===== config.mk =====
export PLATFORM = sky130hd
export DESIGN_NAME = vcs_shaper
export DESIGN_NICKNAME = d
export VERILOG_FILES = /design/src/hw/vcs_pkg.sv /design/src/hw/vcs_shaper.sv
export SDC_FILE = /design/constraint.sdc
export NUM_CORES = 2
export LEC_CHECK = 0
export ABC_AREA = 1
export BUFFER_PORTS_ARGS = -buffer_cell sky130_fd_sc_hd__buf_2
export CAP_MARGIN = 20
export CORE_MARGIN = 10
export CORE_UTILIZATION = 50
export CTS_BUF_LIST = sky130_fd_sc_hd__clkbuf_2 sky130_fd_sc_hd__clkbuf_4 sky130_fd_sc_hd__clkbuf_8
export CTS_CLUSTER_DIAMETER = 40
export DETAILED_ROUTE_END_ITERATION = 12
export PLACE_DENSITY = 0.66
export SYNTH_ARGS = -nofsm -noshare
export SYNTH_HDL_FRONTEND = slang
export SYNTH_SLANG_ARGS = --single-unit

===== constraint.sdc =====
create_clock -name i_clock -period 67.7 [get_ports i_clock]
set_input_delay 13.54 -clock i_clock [delete_from_list [all_inputs] [get_ports i_clock]]
set_output_delay 13.54 -clock i_clock [all_outputs]
set_load 0.03 [all_outputs]

===== src/hw/vcs_pkg.sv =====
/*
  Constants for the valve current setpoint shaper: register map, field
  layouts, reset values and timing counts.
  Assumes a 100 MHz core clock and a plain one-cycle register port.
*/
`default_nettype none
package vcs_pkg;
  localparam int unsigned CLK_HZ       = 100_000_000;
  // Start-up hold, shortest allowed time
  localparam int unsigned STARTUP_MS   = 270;
  localparam int unsigned STARTUP_CYC  = (CLK_HZ / 1000) * STARTUP_MS;
  // Dither frequency range and default
  localparam int unsigned DITH_MIN_HZ  = 130;
  localparam int unsigned DITH_MAX_HZ  = 488;
  localparam int unsigned DITH_DEF_HZ  = 195;
  // Sample rate of the processing chain
  localparam int unsigned SAMPLE_HZ    = 10_000;
  localparam int unsigned SAMPLE_CYC   = CLK_HZ / SAMPLE_HZ;
  // Half-period count of the dither square wave
  localparam logic [19:0] DITH_DEF_HALF = 20'(CLK_HZ / (2 * DITH_DEF_HZ));
  localparam logic [19:0] DITH_MIN_HALF = 20'(CLK_HZ / (2 * DITH_MAX_HZ));
  localparam logic [19:0] DITH_MAX_HALF = 20'(CLK_HZ / (2 * DITH_MIN_HZ));
  // Written half period counts steps of eight cycles, so 16 bits reach 130 Hz
  localparam int unsigned DITH_UNIT_SH  = 3;

  localparam int unsigned AW = 5;
  localparam int unsigned DW = 16;
  // Register word addresses
  localparam logic [4:0] A_CTRL      = 5'h00;
  localparam logic [4:0] A_POS_GAIN  = 5'h01;
  localparam logic [4:0] A_NEG_GAIN  = 5'h02;
  localparam logic [4:0] A_POS_BIAS  = 5'h03;
  localparam logic [4:0] A_NEG_BIAS  = 5'h04;
  localparam logic [4:0] A_THRESH    = 5'h05;
  localparam logic [4:0] A_OFFSET    = 5'h06;
  localparam logic [4:0] A_RAMP0     = 5'h07; // four rates, 07..0A
  localparam logic [4:0] A_DITH_HALF = 5'h0B;
  localparam logic [4:0] A_DITH_AMP  = 5'h0C;
  localparam logic [4:0] A_FB_REF    = 5'h0D;
  localparam logic [4:0] A_STATUS    = 5'h0E;
  localparam logic [4:0] A_CMD       = 5'h0F;
  localparam logic [4:0] A_LIN0      = 5'h10; // eight knee points, 10..17
  localparam int unsigned LIN_N      = 8;
  // Control fields
  localparam int unsigned C_SRC      = 0;  // 1 = fieldbus reference
  localparam int unsigned C_LOOP     = 1;  // 1 = current-loop input
  localparam int unsigned C_BRK_EN   = 2;  // cable break detection
  localparam int unsigned C_RMP_LO   = 3;  // ramp mode, 2 bits
  localparam int unsigned C_LIN_EN   = 5;
  localparam logic [15:0] CTRL_RST   = 16'h0006; // loop input, break on, ramp off
  // Default gain is unity in Q4.12
  localparam logic [15:0] GAIN_RST   = 16'h1000;
  localparam int unsigned GAIN_SH    = 12;
  localparam logic [15:0] RAMP_RST   = 16'h0010;
  localparam logic [15:0] DAMP_RST   = 16'h0100;

  typedef enum logic [1:0] {
    VCS_RAMP_OFF  = 2'b00,
    VCS_RAMP_ONE  = 2'b01,
    VCS_RAMP_TWO  = 2'b10,
    VCS_RAMP_FOUR = 2'b11
  } vcs_ramp_t;
endpackage
`default_nettype wire


===== src/hw/vcs_shaper.sv =====
/*
  Setpoint shaper: threshold-gated bias, sign gain, offset, linearization,
  ramp, dither, enable gating and fault output.
  Assumes enable and fault pins come from outside and are synchronised here;
  the register port is on the same clock.
*/
`timescale 1ns/1ps
`default_nettype none

////////////////////////////////////////////////////////////////////////////////
// Functional notes
// - Enable low forces current command off
// - Fault output low while fault present
// - Short, open coil, loop break fault
// - Fault independent of enable input
// - Gain maps full reference to max
// - Separate gains for positive, negative reference
// - Bias added for analog or fieldbus
// - Bias only above threshold magnitude
// - Sign selects positive or negative bias
// - Offset current added at zero reference
// - Ramp turns steps into gradual change
// - Three ramp modes: one, two, four
// - Ramp disableable, off after reset
// - Programmable piecewise linearization mapping
// - Dither 130 to 488 Hz, default 195
// - Current held zero during start-up
// - Reference source analog or fieldbus
// - Loop input default with break detection
module vcs_shaper #(
  parameter int unsigned STARTUP_CYCLES = vcs_pkg::STARTUP_CYC
) (
  input  wire logic        i_clock,
  input  wire logic        i_rst_b,
  input  wire logic [4:0]  i_addr,
  input  wire logic [15:0] i_wdata,
  input  wire logic        i_wr,
  input  wire logic        i_rd,
  output logic      [15:0] o_rdata,
  input  wire logic [15:0] i_analog_ref,
  input  wire logic        i_enable,
  input  wire logic        i_coil_short,
  input  wire logic        i_coil_open,
  input  wire logic        i_loop_low,
  output logic      [15:0] o_current_cmd,
  output logic             o_fault_b
);

  ////////////////////////////////////////////////////////////////////////////
  // Configuration and status registers, shared wires
  logic [15:0] ctrl_r, pgain_r, ngain_r, pbias_r, nbias_r, thr_r, off_r;
  logic [15:0] ramp_r [4];
  logic [15:0] lin_r [vcs_pkg::LIN_N];
  logic [19:0] dhalf_r;
  logic [15:0] damp_r, fbref_r;
  logic        fault_r, ready_r;
  logic signed [15:0] cmd_r;
  logic        en_s;
  logic [19:0] dith_w;

  // Address decode shared by the write and read ports
  function automatic logic is_lin(input logic [4:0] a);
    return (a >= vcs_pkg::A_LIN0) && (int'(a) < int'(vcs_pkg::A_LIN0) + vcs_pkg::LIN_N);
  endfunction
  function automatic logic is_ramp(input logic [4:0] a);
    return (a >= vcs_pkg::A_RAMP0) && (a < vcs_pkg::A_DITH_HALF);
  endfunction

  // Half period in cycles from the written step count
  assign dith_w = 20'(i_wdata) << vcs_pkg::DITH_UNIT_SH;

  // Writes; reset loads every parameter
  // defaults at reset
  always_ff @(posedge i_clock) begin
    if (!i_rst_b) begin
      ctrl_r  <= vcs_pkg::CTRL_RST;
      pgain_r <= vcs_pkg::GAIN_RST;
      ngain_r <= vcs_pkg::GAIN_RST;
      pbias_r <= '0;
      nbias_r <= '0;
      thr_r   <= '0;
      off_r   <= '0;
      dhalf_r <= vcs_pkg::DITH_DEF_HALF;
      damp_r  <= vcs_pkg::DAMP_RST;
      fbref_r <= '0;
      for (int k = 0; k < 4; k++) ramp_r[k] <= vcs_pkg::RAMP_RST;
      for (int k = 0; k < vcs_pkg::LIN_N; k++) lin_r[k] <= '0;
    end else if (i_wr) begin
      unique case (i_addr)
        vcs_pkg::A_CTRL:     ctrl_r  <= i_wdata;
        vcs_pkg::A_POS_GAIN: pgain_r <= i_wdata;
        vcs_pkg::A_NEG_GAIN: ngain_r <= i_wdata;
        vcs_pkg::A_POS_BIAS: pbias_r <= i_wdata;
        vcs_pkg::A_NEG_BIAS: nbias_r <= i_wdata;
        vcs_pkg::A_THRESH:   thr_r   <= i_wdata;
        vcs_pkg::A_OFFSET:   off_r   <= i_wdata;
        vcs_pkg::A_DITH_AMP: damp_r  <= i_wdata;
        vcs_pkg::A_FB_REF:   fbref_r <= i_wdata;
        vcs_pkg::A_DITH_HALF: begin
          if (dith_w < vcs_pkg::DITH_MIN_HALF) dhalf_r <= vcs_pkg::DITH_MIN_HALF;
          else if (dith_w > vcs_pkg::DITH_MAX_HALF) dhalf_r <= vcs_pkg::DITH_MAX_HALF;
          else dhalf_r <= dith_w;
        end
        // Addresses past the knee table are ignored, not aliased
        default: begin
          if (is_lin(i_addr)) lin_r[i_addr[2:0]] <= i_wdata;
          else if (is_ramp(i_addr))
            ramp_r[2'(i_addr - vcs_pkg::A_RAMP0)] <= i_wdata;
        end
      endcase
    end
  end

  // Read port, data one cycle after the strobe; unmapped reads zero
  always_ff @(posedge i_clock) begin
    if (!i_rst_b) begin
      o_rdata <= '0;
    end else if (i_rd) begin
      unique case (i_addr)
        vcs_pkg::A_CTRL:      o_rdata <= ctrl_r;
        vcs_pkg::A_POS_GAIN:  o_rdata <= pgain_r;
        vcs_pkg::A_NEG_GAIN:  o_rdata <= ngain_r;
        vcs_pkg::A_POS_BIAS:  o_rdata <= pbias_r;
        vcs_pkg::A_NEG_BIAS:  o_rdata <= nbias_r;
        vcs_pkg::A_THRESH:    o_rdata <= thr_r;
        vcs_pkg::A_OFFSET:    o_rdata <= off_r;
        vcs_pkg::A_DITH_HALF: o_rdata <= 16'(dhalf_r >> vcs_pkg::DITH_UNIT_SH);
        vcs_pkg::A_DITH_AMP:  o_rdata <= damp_r;
        vcs_pkg::A_FB_REF:    o_rdata <= fbref_r;
        vcs_pkg::A_STATUS:    o_rdata <= {13'h0000, ready_r, en_s, fault_r};
        vcs_pkg::A_CMD:       o_rdata <= cmd_r;
        default: begin
          if (is_lin(i_addr)) o_rdata <= lin_r[i_addr[2:0]];
          else if (is_ramp(i_addr))
            o_rdata <= ramp_r[2'(i_addr - vcs_pkg::A_RAMP0)];
          else o_rdata <= '0;
        end
      endcase
    end
  end

  ////////////////////////////////////////////////////////////////////////////
  // Pin synchronisers, first stage read only by second
  logic [3:0] sy1_r, sy2_r;
  always_ff @(posedge i_clock) begin
    if (!i_rst_b) begin
      sy1_r <= '0;
      sy2_r <= '0;
    end else begin
      sy1_r <= {i_loop_low, i_coil_open, i_coil_short, i_enable};
      sy2_r <= sy1_r;
    end
  end
  assign en_s = sy2_r[0];

  logic fault_now;
  assign fault_now = sy2_r[1] | sy2_r[2] |
                     (ctrl_r[vcs_pkg::C_LOOP] & ctrl_r[vcs_pkg::C_BRK_EN] & sy2_r[3]);
  always_ff @(posedge i_clock) begin
    if (!i_rst_b) begin
      fault_r   <= 1'b0;
      o_fault_b <= 1'b1;
    end else begin
      fault_r   <= fault_now;
      o_fault_b <= ~fault_now;
    end
  end

  ////////////////////////////////////////////////////////////////////////////
  // Start-up hold and sample tick
  logic [31:0] up_cnt_r;
  logic [15:0] smp_cnt_r;
  logic        tick;
  always_ff @(posedge i_clock) begin
    if (!i_rst_b) begin
      up_cnt_r <= '0;
      ready_r  <= 1'b0;
    end else if (!ready_r) begin
      up_cnt_r <= up_cnt_r + 32'h0000_0001;
      ready_r  <= (up_cnt_r >= 32'(STARTUP_CYCLES - 1));
    end
  end
  assign tick = (smp_cnt_r == 16'(vcs_pkg::SAMPLE_CYC - 1));
  always_ff @(posedge i_clock) begin
    if (!i_rst_b || tick) smp_cnt_r <= '0;
    else smp_cnt_r <= smp_cnt_r + 16'h0001;
  end

  ////////////////////////////////////////////////////////////////////////////
  // Processing chain; ramp steps every sample tick, dither and output registers every clock
  // source select
  logic signed [15:0] ref_s;
  assign ref_s = ctrl_r[vcs_pkg::C_SRC] ? fbref_r : i_analog_ref;

  function automatic logic signed [16:0] sat17(input logic signed [33:0] v);
    if (v > 34'sd32767) return 17'sd32767;
    if (v < -34'sd32767) return -17'sd32767;
    return v[16:0];
  endfunction

  logic signed [16:0] mag, biased, scaled, lin_v;
  logic               neg;
  logic signed [33:0] prod;
  always_comb begin
    neg  = ref_s[15];
    mag  = neg ? -17'(ref_s) : 17'(ref_s);
    if (mag > $signed({1'b0, thr_r}))
      biased = mag + $signed({1'b0, neg ? nbias_r : pbias_r});
    else
      biased = mag;
    prod   = biased * $signed({18'h0_0000, neg ? ngain_r : pgain_r});
    scaled = sat17(prod >>> vcs_pkg::GAIN_SH);
    if (ctrl_r[vcs_pkg::C_LIN_EN])
      lin_v = $signed({1'b0, lin_r[scaled[14:12]]}) +
              $signed({5'h00, scaled[11:0]});
    else
      lin_v = scaled;
    if (neg) lin_v = -lin_v;
    lin_v = sat17(34'(lin_v) + 34'($signed(off_r)));
  end

  logic signed [16:0] ramp_r_v;
  logic [15:0]        rate;
  logic               up;
  always_comb begin
    up = (lin_v > ramp_r_v);
    unique case (vcs_pkg::vcs_ramp_t'(ctrl_r[vcs_pkg::C_RMP_LO +: 2]))
      vcs_pkg::VCS_RAMP_OFF:  rate = ramp_r[0];
      vcs_pkg::VCS_RAMP_ONE:  rate = ramp_r[0];
      vcs_pkg::VCS_RAMP_TWO:  rate = up ? ramp_r[0] : ramp_r[1];
      vcs_pkg::VCS_RAMP_FOUR: rate = ramp_r[{ramp_r_v[16], ~up}];
    endcase
  end
  logic ramp_on;
  assign ramp_on = (ctrl_r[vcs_pkg::C_RMP_LO +: 2] != 2'b00);
  always_ff @(posedge i_clock) begin
    if (!i_rst_b) ramp_r_v <= '0;
    else if (tick) begin
      if (!ramp_on) ramp_r_v <= lin_v;
      else if (up)
        ramp_r_v <= (lin_v - ramp_r_v > $signed({1'b0, rate})) ?
                    17'(ramp_r_v + $signed({1'b0, rate})) : lin_v;
      else
        ramp_r_v <= (ramp_r_v - lin_v > $signed({1'b0, rate})) ?
                    17'(ramp_r_v - $signed({1'b0, rate})) : lin_v;
    end
  end

  logic [19:0] dcnt_r;
  logic        dph_r;
  always_ff @(posedge i_clock) begin
    if (!i_rst_b) begin
      dcnt_r <= '0;
      dph_r  <= 1'b0;
    end else if (dcnt_r >= dhalf_r - 20'h0_0001 || dcnt_r >= vcs_pkg::DITH_MAX_HALF) begin
      dcnt_r <= '0;
      dph_r  <= ~dph_r;
    end else dcnt_r <= dcnt_r + 20'h0_0001;
  end

  logic signed [16:0] with_d;
  assign with_d = sat17(34'(ramp_r_v) + (dph_r ? 34'($signed({1'b0, damp_r}))
                                               : -34'($signed({1'b0, damp_r}))));
  always_ff @(posedge i_clock) begin
    if (!i_rst_b) begin
      cmd_r         <= '0;
      o_current_cmd <= '0;
    end else begin
      cmd_r         <= (en_s && ready_r) ? with_d[15:0] : 16'h0000;
      o_current_cmd <= (en_s && ready_r) ? with_d[15:0] : 16'h0000;
    end
  end

  ////////////////////////////////////////////////////////////////////////////
  // Checks
  a_enable_gate: assert property (@(posedge i_clock) disable iff (!i_rst_b)
    !en_s |=> o_current_cmd == 16'h0000) else $error("current not off while disabled");
  a_fault_pin: assert property (@(posedge i_clock) disable iff (!i_rst_b)
    fault_now |=> !o_fault_b) else $error("fault pin not low");
  a_fault_clear: assert property (@(posedge i_clock) disable iff (!i_rst_b)
    !fault_now |=> o_fault_b) else $error("fault pin low without fault");
  a_coil_short: assert property (@(posedge i_clock) disable iff (!i_rst_b)
    $rose(sy2_r[1]) |=> !o_fault_b) else $error("short not reported");
  a_startup_zero: assert property (@(posedge i_clock) disable iff (!i_rst_b)
    !ready_r |=> o_current_cmd == 16'h0000) else $error("current during start-up");
  a_ramp_hold: assert property (@(posedge i_clock) disable iff (!i_rst_b)
    !tick |=> $stable(ramp_r_v)) else $error("ramp moved between ticks");
  a_ramp_step: assert property (@(posedge i_clock) disable iff (!i_rst_b)
    tick && ramp_on && up |=> ramp_r_v > $past(ramp_r_v)) else $error("ramp did not rise");
  a_no_ramp: assert property (@(posedge i_clock) disable iff (!i_rst_b)
    tick && !ramp_on |=> ramp_r_v == $past(lin_v)) else $error("ramp off not direct");
  c_fault: cover property (@(posedge i_clock) disable iff (!i_rst_b) !o_fault_b);
  c_run: cover property (@(posedge i_clock) disable iff (!i_rst_b)
    ready_r && en_s && o_current_cmd != 16'h0000);
  c_ramp: cover property (@(posedge i_clock) disable iff (!i_rst_b) tick && ramp_on && !up);

endmodule // vcs_shaper
`default_nettype wire


======== Word level (Yosys, flattened, before mapping) ========
Memories as Yosys holds them, arrays and structs flattened.
Cells that the tools add are included.
operators by class
  add/sub/neg operators ................... 16
  multipliers ............................. 1
  order comparisons ....................... 19
  equal/unequal tests ..................... 15
  multiplexer cells ....................... 59
  bitwise logic cells ..................... 8
  reduce and logical (&&, ||, !) cells .... 25
operators by type and width
  cell                                                                                   number
  17-bit two-way mux                                                                     16
  16-bit two-way mux                                                                     12
  16-bit one-hot mux with 12 select lines                                                1
  17-bit > comparator                                                                    4
  17-bit subtractor                                                                      3
  16-bit one-hot mux with 3 select lines                                                 1
  19-bit two-way mux                                                                     2
  17-bit adder                                                                           2
  17-bit by 34-bit adder with 34-bit output                                              1
  34-bit by 16-bit > comparator with 1-bit output, second input constant                 1
  34-bit by 16-bit < comparator with 1-bit output, second input constant                 1
  17-bit by 17-bit multiplier with 34-bit output                                         1
  34-bit two-way mux                                                                     1
  16-bit negator with 34-bit output                                                      1
  32-bit by 1-bit adder with 32-bit output, second input constant                        1
  32-bit by 25-bit greater-or-equal comparator with 1-bit output, second input constant  1
  16-bit OR reduction                                                                    2
  5-bit by 4-bit == test with 1-bit output, second input constant                        5
  1-bit two-way mux                                                                      24
  22-bit by 16-bit > comparator with 1-bit output, second input constant                 1
  22-bit by 16-bit < comparator with 1-bit output, second input constant                 1
  2-bit AND reduction                                                                    11
  20-bit by 1-bit adder with 20-bit output, second input constant                        1
  20-bit by 19-bit greater-or-equal comparator with 1-bit output, second input constant  1
  other kinds (35)                                                                       48
storage, ports and cells
  register bits ........................... 293
  bits in writable memories ............... 192
  input port bits ......................... 45
  output and inout bits ................... 33
  logic and storage cells ................. 167
  memories ................................ 2
memory list
  memory  depth  bits a word  read ports  clocked after memory_dff  write ports  line              RTL
  lin_r   8      16           2           0                         8            vcs_shaper.sv:53  logic [15:0] lin_r [vcs_pkg::LIN_N];
  ramp_r  4      16           4           0                         4            vcs_shaper.sv:52  logic [15:0] ramp_r [4];

======== Logic depth before layout (Yosys ltp) ========
An unclocked memory read counts as a cell.
  depth after elaboration ................. 30
  mapped depth ............................ 146
  gate-level depth less buffers ........... 144

======== Least setup slack after synthesis ========
No wires, ideal clock.
  path kind ............................... input to register
  from .................................... input port i_analog_ref[15]
  to ...................................... register ramp_r_v[16]
  setup time .............................. 0.070 ns
  data arrival time ....................... 33.241 ns
  setup slack ............................. 34.389 ns
  stages .................................. 125
  cell sequence ........................... o21ai_0 > clkbuf_1 > clkbuf_1 > clkbuf_1 > nand2_1 > o21ai_0 > ha_1 > fa_1 > a21oi_1 > o21bai_1 > a21oi_1 > o21bai_1 > a21oi_1 > o21bai_1 > a21oi_1 > o21ai_0 > nand2_1 > nand2_1 > (+89 left out) > fa_1 > o31ai_1 > nand4_1 > o211ai_1 > a21oi_1 > o21bai_1 > nand2_1 > nand2_1 > a21oi_1 > o21ai_0 > nand2_1 > a21oi_1 > nor2_1 > a21oi_1 > o21ai_0 > nand3_1 > nand3_1 > a21oi_1
on the way
  cells in the longest elaborated chain, start to end .. 30
ends and longest elaborated chain
  item                                                        line                                  RTL
  from (decl)                                                 vcs_shaper.sv:40                      input wire logic [15:0] i_analog_ref,
  16-bit two-way mux (*)                                      vcs_shaper.sv:193                     assign ref_s = ctrl_r[vcs_pkg::C_SRC] ? fbref_r : i_analog_ref;
  16-bit negator with 17-bit output                           vcs_shaper.sv:206                     mag = neg ? -17'(ref_s) : 17'(ref_s);
  17-bit two-way mux                                          vcs_shaper.sv:206
  17-bit adder / 17-bit > comparator (equally long branches)  vcs_shaper.sv:208, vcs_shaper.sv:207
  17-bit two-way mux                                          vcs_shaper.sv:207                     if (mag > $signed({1'b0, thr_r}))
  17-bit by 17-bit multiplier with 34-bit output              vcs_shaper.sv:211                     prod = biased * $signed({18'h0_0000, neg ? ngain_r : pgain_r});
  22-bit by 16-bit < comparator with 1-bit output             vcs_shaper.sv:197                     if (v < -34'sd32767) return -17'sd32767;
  1-bit two-way mux (2 in a row)                              vcs_shaper.sv:197
  (+13 left out)                                              n/a
  17-bit > comparator                                         vcs_shaper.sv:226                     up = (lin_v > ramp_r_v);
  1-bit inverter                                              vcs_shaper.sv:231                     vcs_pkg::VCS_RAMP_FOUR: rate = ramp_r[{ramp_r_v[16], ~up}];
  memory read 4 x 16 bit                                      n/a
  16-bit one-hot mux with 3 select lines                      vcs_shaper.sv:227                     unique case (vcs_pkg::vcs_ramp_t'(ctrl_r[vcs_pkg::C_RMP_LO +: 2]))
  17-bit subtractor, or another cell as far along             vcs_shaper.sv:245                     17'(ramp_r_v - $signed({1'b0, rate})) : lin_v;
  17-bit two-way mux, on equally long branches                vcs_shaper.sv:244, vcs_shaper.sv:241
  17-bit two-way mux                                          vcs_shaper.sv:240                     else if (up)
  17-bit two-way mux (*)                                      vcs_shaper.sv:239                     if (!ramp_on) ramp_r_v <= lin_v;
  to (signal assigned)                                        vcs_shaper.sv:239
  to (signal assigned)                                        vcs_shaper.sv:241                     ramp_r_v <= (lin_v - ramp_r_v > $signed({1'b0, rate})) ?
  to (signal assigned)                                        vcs_shaper.sv:244                     ramp_r_v <= (ramp_r_v - lin_v > $signed({1'b0, rate})) ?
  to (decl)                                                   vcs_shaper.sv:222                     logic signed [16:0] ramp_r_v;
Every way passes the cells marked *; elsewhere a longest branch is shown, timed or not. The select of a mux whose other input is x is not followed.
A chain may end at the register's enable or synchronous reset.

======== Worst setup path in the final report ========
Ends and elaborated chain as after synthesis.

==> reports/summary.txt <==
cell area after layout: 47700 um2
# H-tree levels: 3
top achievable clock speed: 0.0258 GHz
clk slew on worst S/H paths: 0.06 ns
startpoint type of the worst setup path: input pin
Chip Width: 318 um
mapped cell area: 44400 um2
syn_area_per_cell: 7.28 um2
Setup Fix Bufs, Post-CTS: 0
Yosys reg bits: 484
vias in the first global route: 40300
RSZ-0062 raised after global routing: false
floorplan core area: 88200 um2
I/O pin count: 78
CP Capture Type: flop
post_cts resized: 0
Final #Nets: 6706
Setup TNS Final: 0 ns
Setup Skew: 0.0426 ns
setup violators final: 0
starting DRC count in detailed routing: 4623
Netlist cell types: 64
Period minus WS final: 38.75 ns
total number of yosys warnings: 0
Sinks on Clock Net: 484
Top FF cell, synth: dfxtp_1
gp weighted congestion: 0.984
Synth Instances: 6104
post-placement worst setup slack: 28.66 ns
final WL: 158000 um
via count: 42000
Initial Util: 50.4%
Tcrit/Tclk final: 57.2%
worst-margin pin slew: 1.12 ns
CTS tree: done
FP Rows: 109
worst vdd ir: 0.0247 mV
slowest CP cell: fa_1
CTS max path bufs: 3
slew margin rel.: 24.8%
WS Path Type: in -> reg
post-route ant nets: 0
Clk Latency, worst-skew pair: 0.72 ns
first-pass GRT wire length: 240000 um
Final Slew Violations: 0
Post-synth EDFFs: 192
area grow syn2layout: 7.27%
vias per cell: 5.75
Hold Crit Class: reg -> reg
Leak: 22.1 nW
Area after DPL: 45800 um2
share of post-route cells with drive strength above 1: 6.29%
Critical Path Fanout Max: 53
Worst EP required: 68.33 ns
I/O Buffers: 77
Max Cap Viol: 0
CTS Hold Bufs: 0
Pre-Repair DR Iteration Count: 7
Power Total: 1.35 mW
reg2reg setup slack: 40.72 ns
DRC Markers: 0
Remaining Overflow, GRT: 0
Synth Net Count: 6739
fraction of registers with async set/reset: 0%
largest net degree at the start of global routing: 98
Slowest Stage Delay on Critical Path: 0.87 ns
Hold WS: 0.416 ns
post-detail-place hpwl: 122000 um
Die ar.: 101000 um2
Root Driver: clkbuf_8
antenna violations before repair: 11
DIE HEIGHT: 318 um
status: completed
Inserted Clock Buffers: 85
Wirelength per Cell: 21.6 um
P per Cell Area: 28.4 nW/um2
Hold Vio Cnt, Final: 0
final worst slack: 28.95 ns
GRT Util Overall: 30.2%
register area share after synthesis: 26.1%
CP arrival: 39.38 ns
## report_power, final
group	switching, mW	internal (mW)
clock network	0.135	0.158
logic	0.507	0.236
registers	0.00583	0.312
total	0.648	0.707
## cells by family (layout without fill, tap and decap cells)
kind of cell	count (synthesis)	count (layout)	synth area share (%)
AOI/OAI and AO/OA	1320	1320	16.9
xor gates and xnor gates	190	190	3.74
adders and majority gates	590	590	21.4
buffers and inverters	1288	1325	11.0
DFF	484	484	26.1
muxes	4	4	0.0901
other	1	5	0.00844
and+or+nand+nor	2227	2227	20.8
## routing by layer
metal  track usage (%)  part of all wire [%]  vias up
met1              37.6                    40    19800
met5                 0                 0.032        -
met3              5.78                   8.6      468
li1                  -                     -    19800
met4              17.6                   6.5        8
met2              48.6                    45     1941
## synthesized netlist by cell type (all sizes together) (2+ instances only)
master   count  area [um2]
mux2i        4        40.0
xor2       145        1270
or2         43         269
o21ai      516        2590
a31oi       15        93.8
ha         305        3820
a22o         2        17.5
nor4        29         181
a211oi      11        82.6
nand3      255        1290
and3         5        31.3
a21boi       5        37.5
o21a        11        82.6
buf         24         126
clkinv      23        86.3
a221oi      48         420
nor3b        8        60.1
nor3        77         410
and2         2        12.5
nand4       50         313
nand2     1113        4210
dfxtp      292        5850
o21bai      36         274
o311ai       7        61.3
o31ai       37         283
o22ai       77         482
xnor2       45         394
o2111ai     12         105
nor2       640        2420
fa         285        5710
edfxtp     192        5770
clkbuf     234         878
nand3b       5        37.5
o211ai      41         313
a21oi      464        2330
a2111oi      7        61.3
inv       1007        3780
o221ai       8        70.1
a21o        16         120
## flip-flops by register name, indices dropped and copies added, names as in the netlist, 16 cells and up
| signal | flops |
|---|---|
| lin_r | 128 |
| ramp_r | 64 |
| up_cnt_r | 32 |
| dcnt_r | 20 |
| dhalf_r | 19 |
| ramp_r_v | 17 |
| cmd_r | 16 |
| ctrl_r | 16 |
| damp_r | 16 |
| fbref_r | 16 |
| nbias_r | 16 |
| ngain_r | 16 |
| o_rdata | 16 |
| off_r | 16 |
| pbias_r | 16 |
| pgain_r | 16 |
| smp_cnt_r | 16 |
| thr_r | 16 |
## path summary, 6_finish.rpt
kind,startpoint,end,depth (start not counted)
max,i_analog_ref[15],ramp_r_v[16]$_SDFFE_PN0P_,123
min,sy1_r[2]$_SDFF_PN0_,sy2_r[2]$_SDFF_PN0_,2
max reg2reg,ctrl_r[0]$_SDFFE_PN0P_,ramp_r_v[16]$_SDFFE_PN0P_,123
min reg2reg,sy1_r[2]$_SDFF_PN0_,sy2_r[2]$_SDFF_PN0_,2
## layout make-up
class                      instances  area [um2]
fill                            8718       40600
inverter                        1030        3870
tap                             1165        1460
antenna                            4        10.0
multi-input combinational       4332       28000
clock inverter                    38         363
clock buffer                     119        1460
timing repair buffer             138         883
sequential                       484       11600
## worst max-delay path, delay by kind of cell
kind	cells	cell delay [ns]
AOI/OAI and AO/OA	49	10.02
adders and majority gates	13	5.75
and+or+nand+nor	37	5.10
buffers and inverters	21	4.33
xor gates and xnor gates	3	0.47
## per-stage QoR
stage	utilization, %	cells
after floorplan	-	6104
after global placement	51.9	7143
after detailed placement	51.9	7145
after CTS	53.9	7302
after global routing	54.0	7308
final	54.0	7310
## layout by cell type, fill, tap and decap left out, types with 77 or more instances in the layout
master	synthesis	final
o22ai_1	77	77
clkbuf_8	0	91
nand3_1	253	253
o21ai_0	504	495
ha_1	305	305
nand2_1	1101	1101
xor2_1	145	145
buf_2	11	77
inv_1	1000	998
nor2_1	633	625
dfxtp_1	292	291
a21oi_1	461	461
fa_1	285	285
edfxtp_1	192	192
Note: power is estimated with default switching activity, not from simulation.
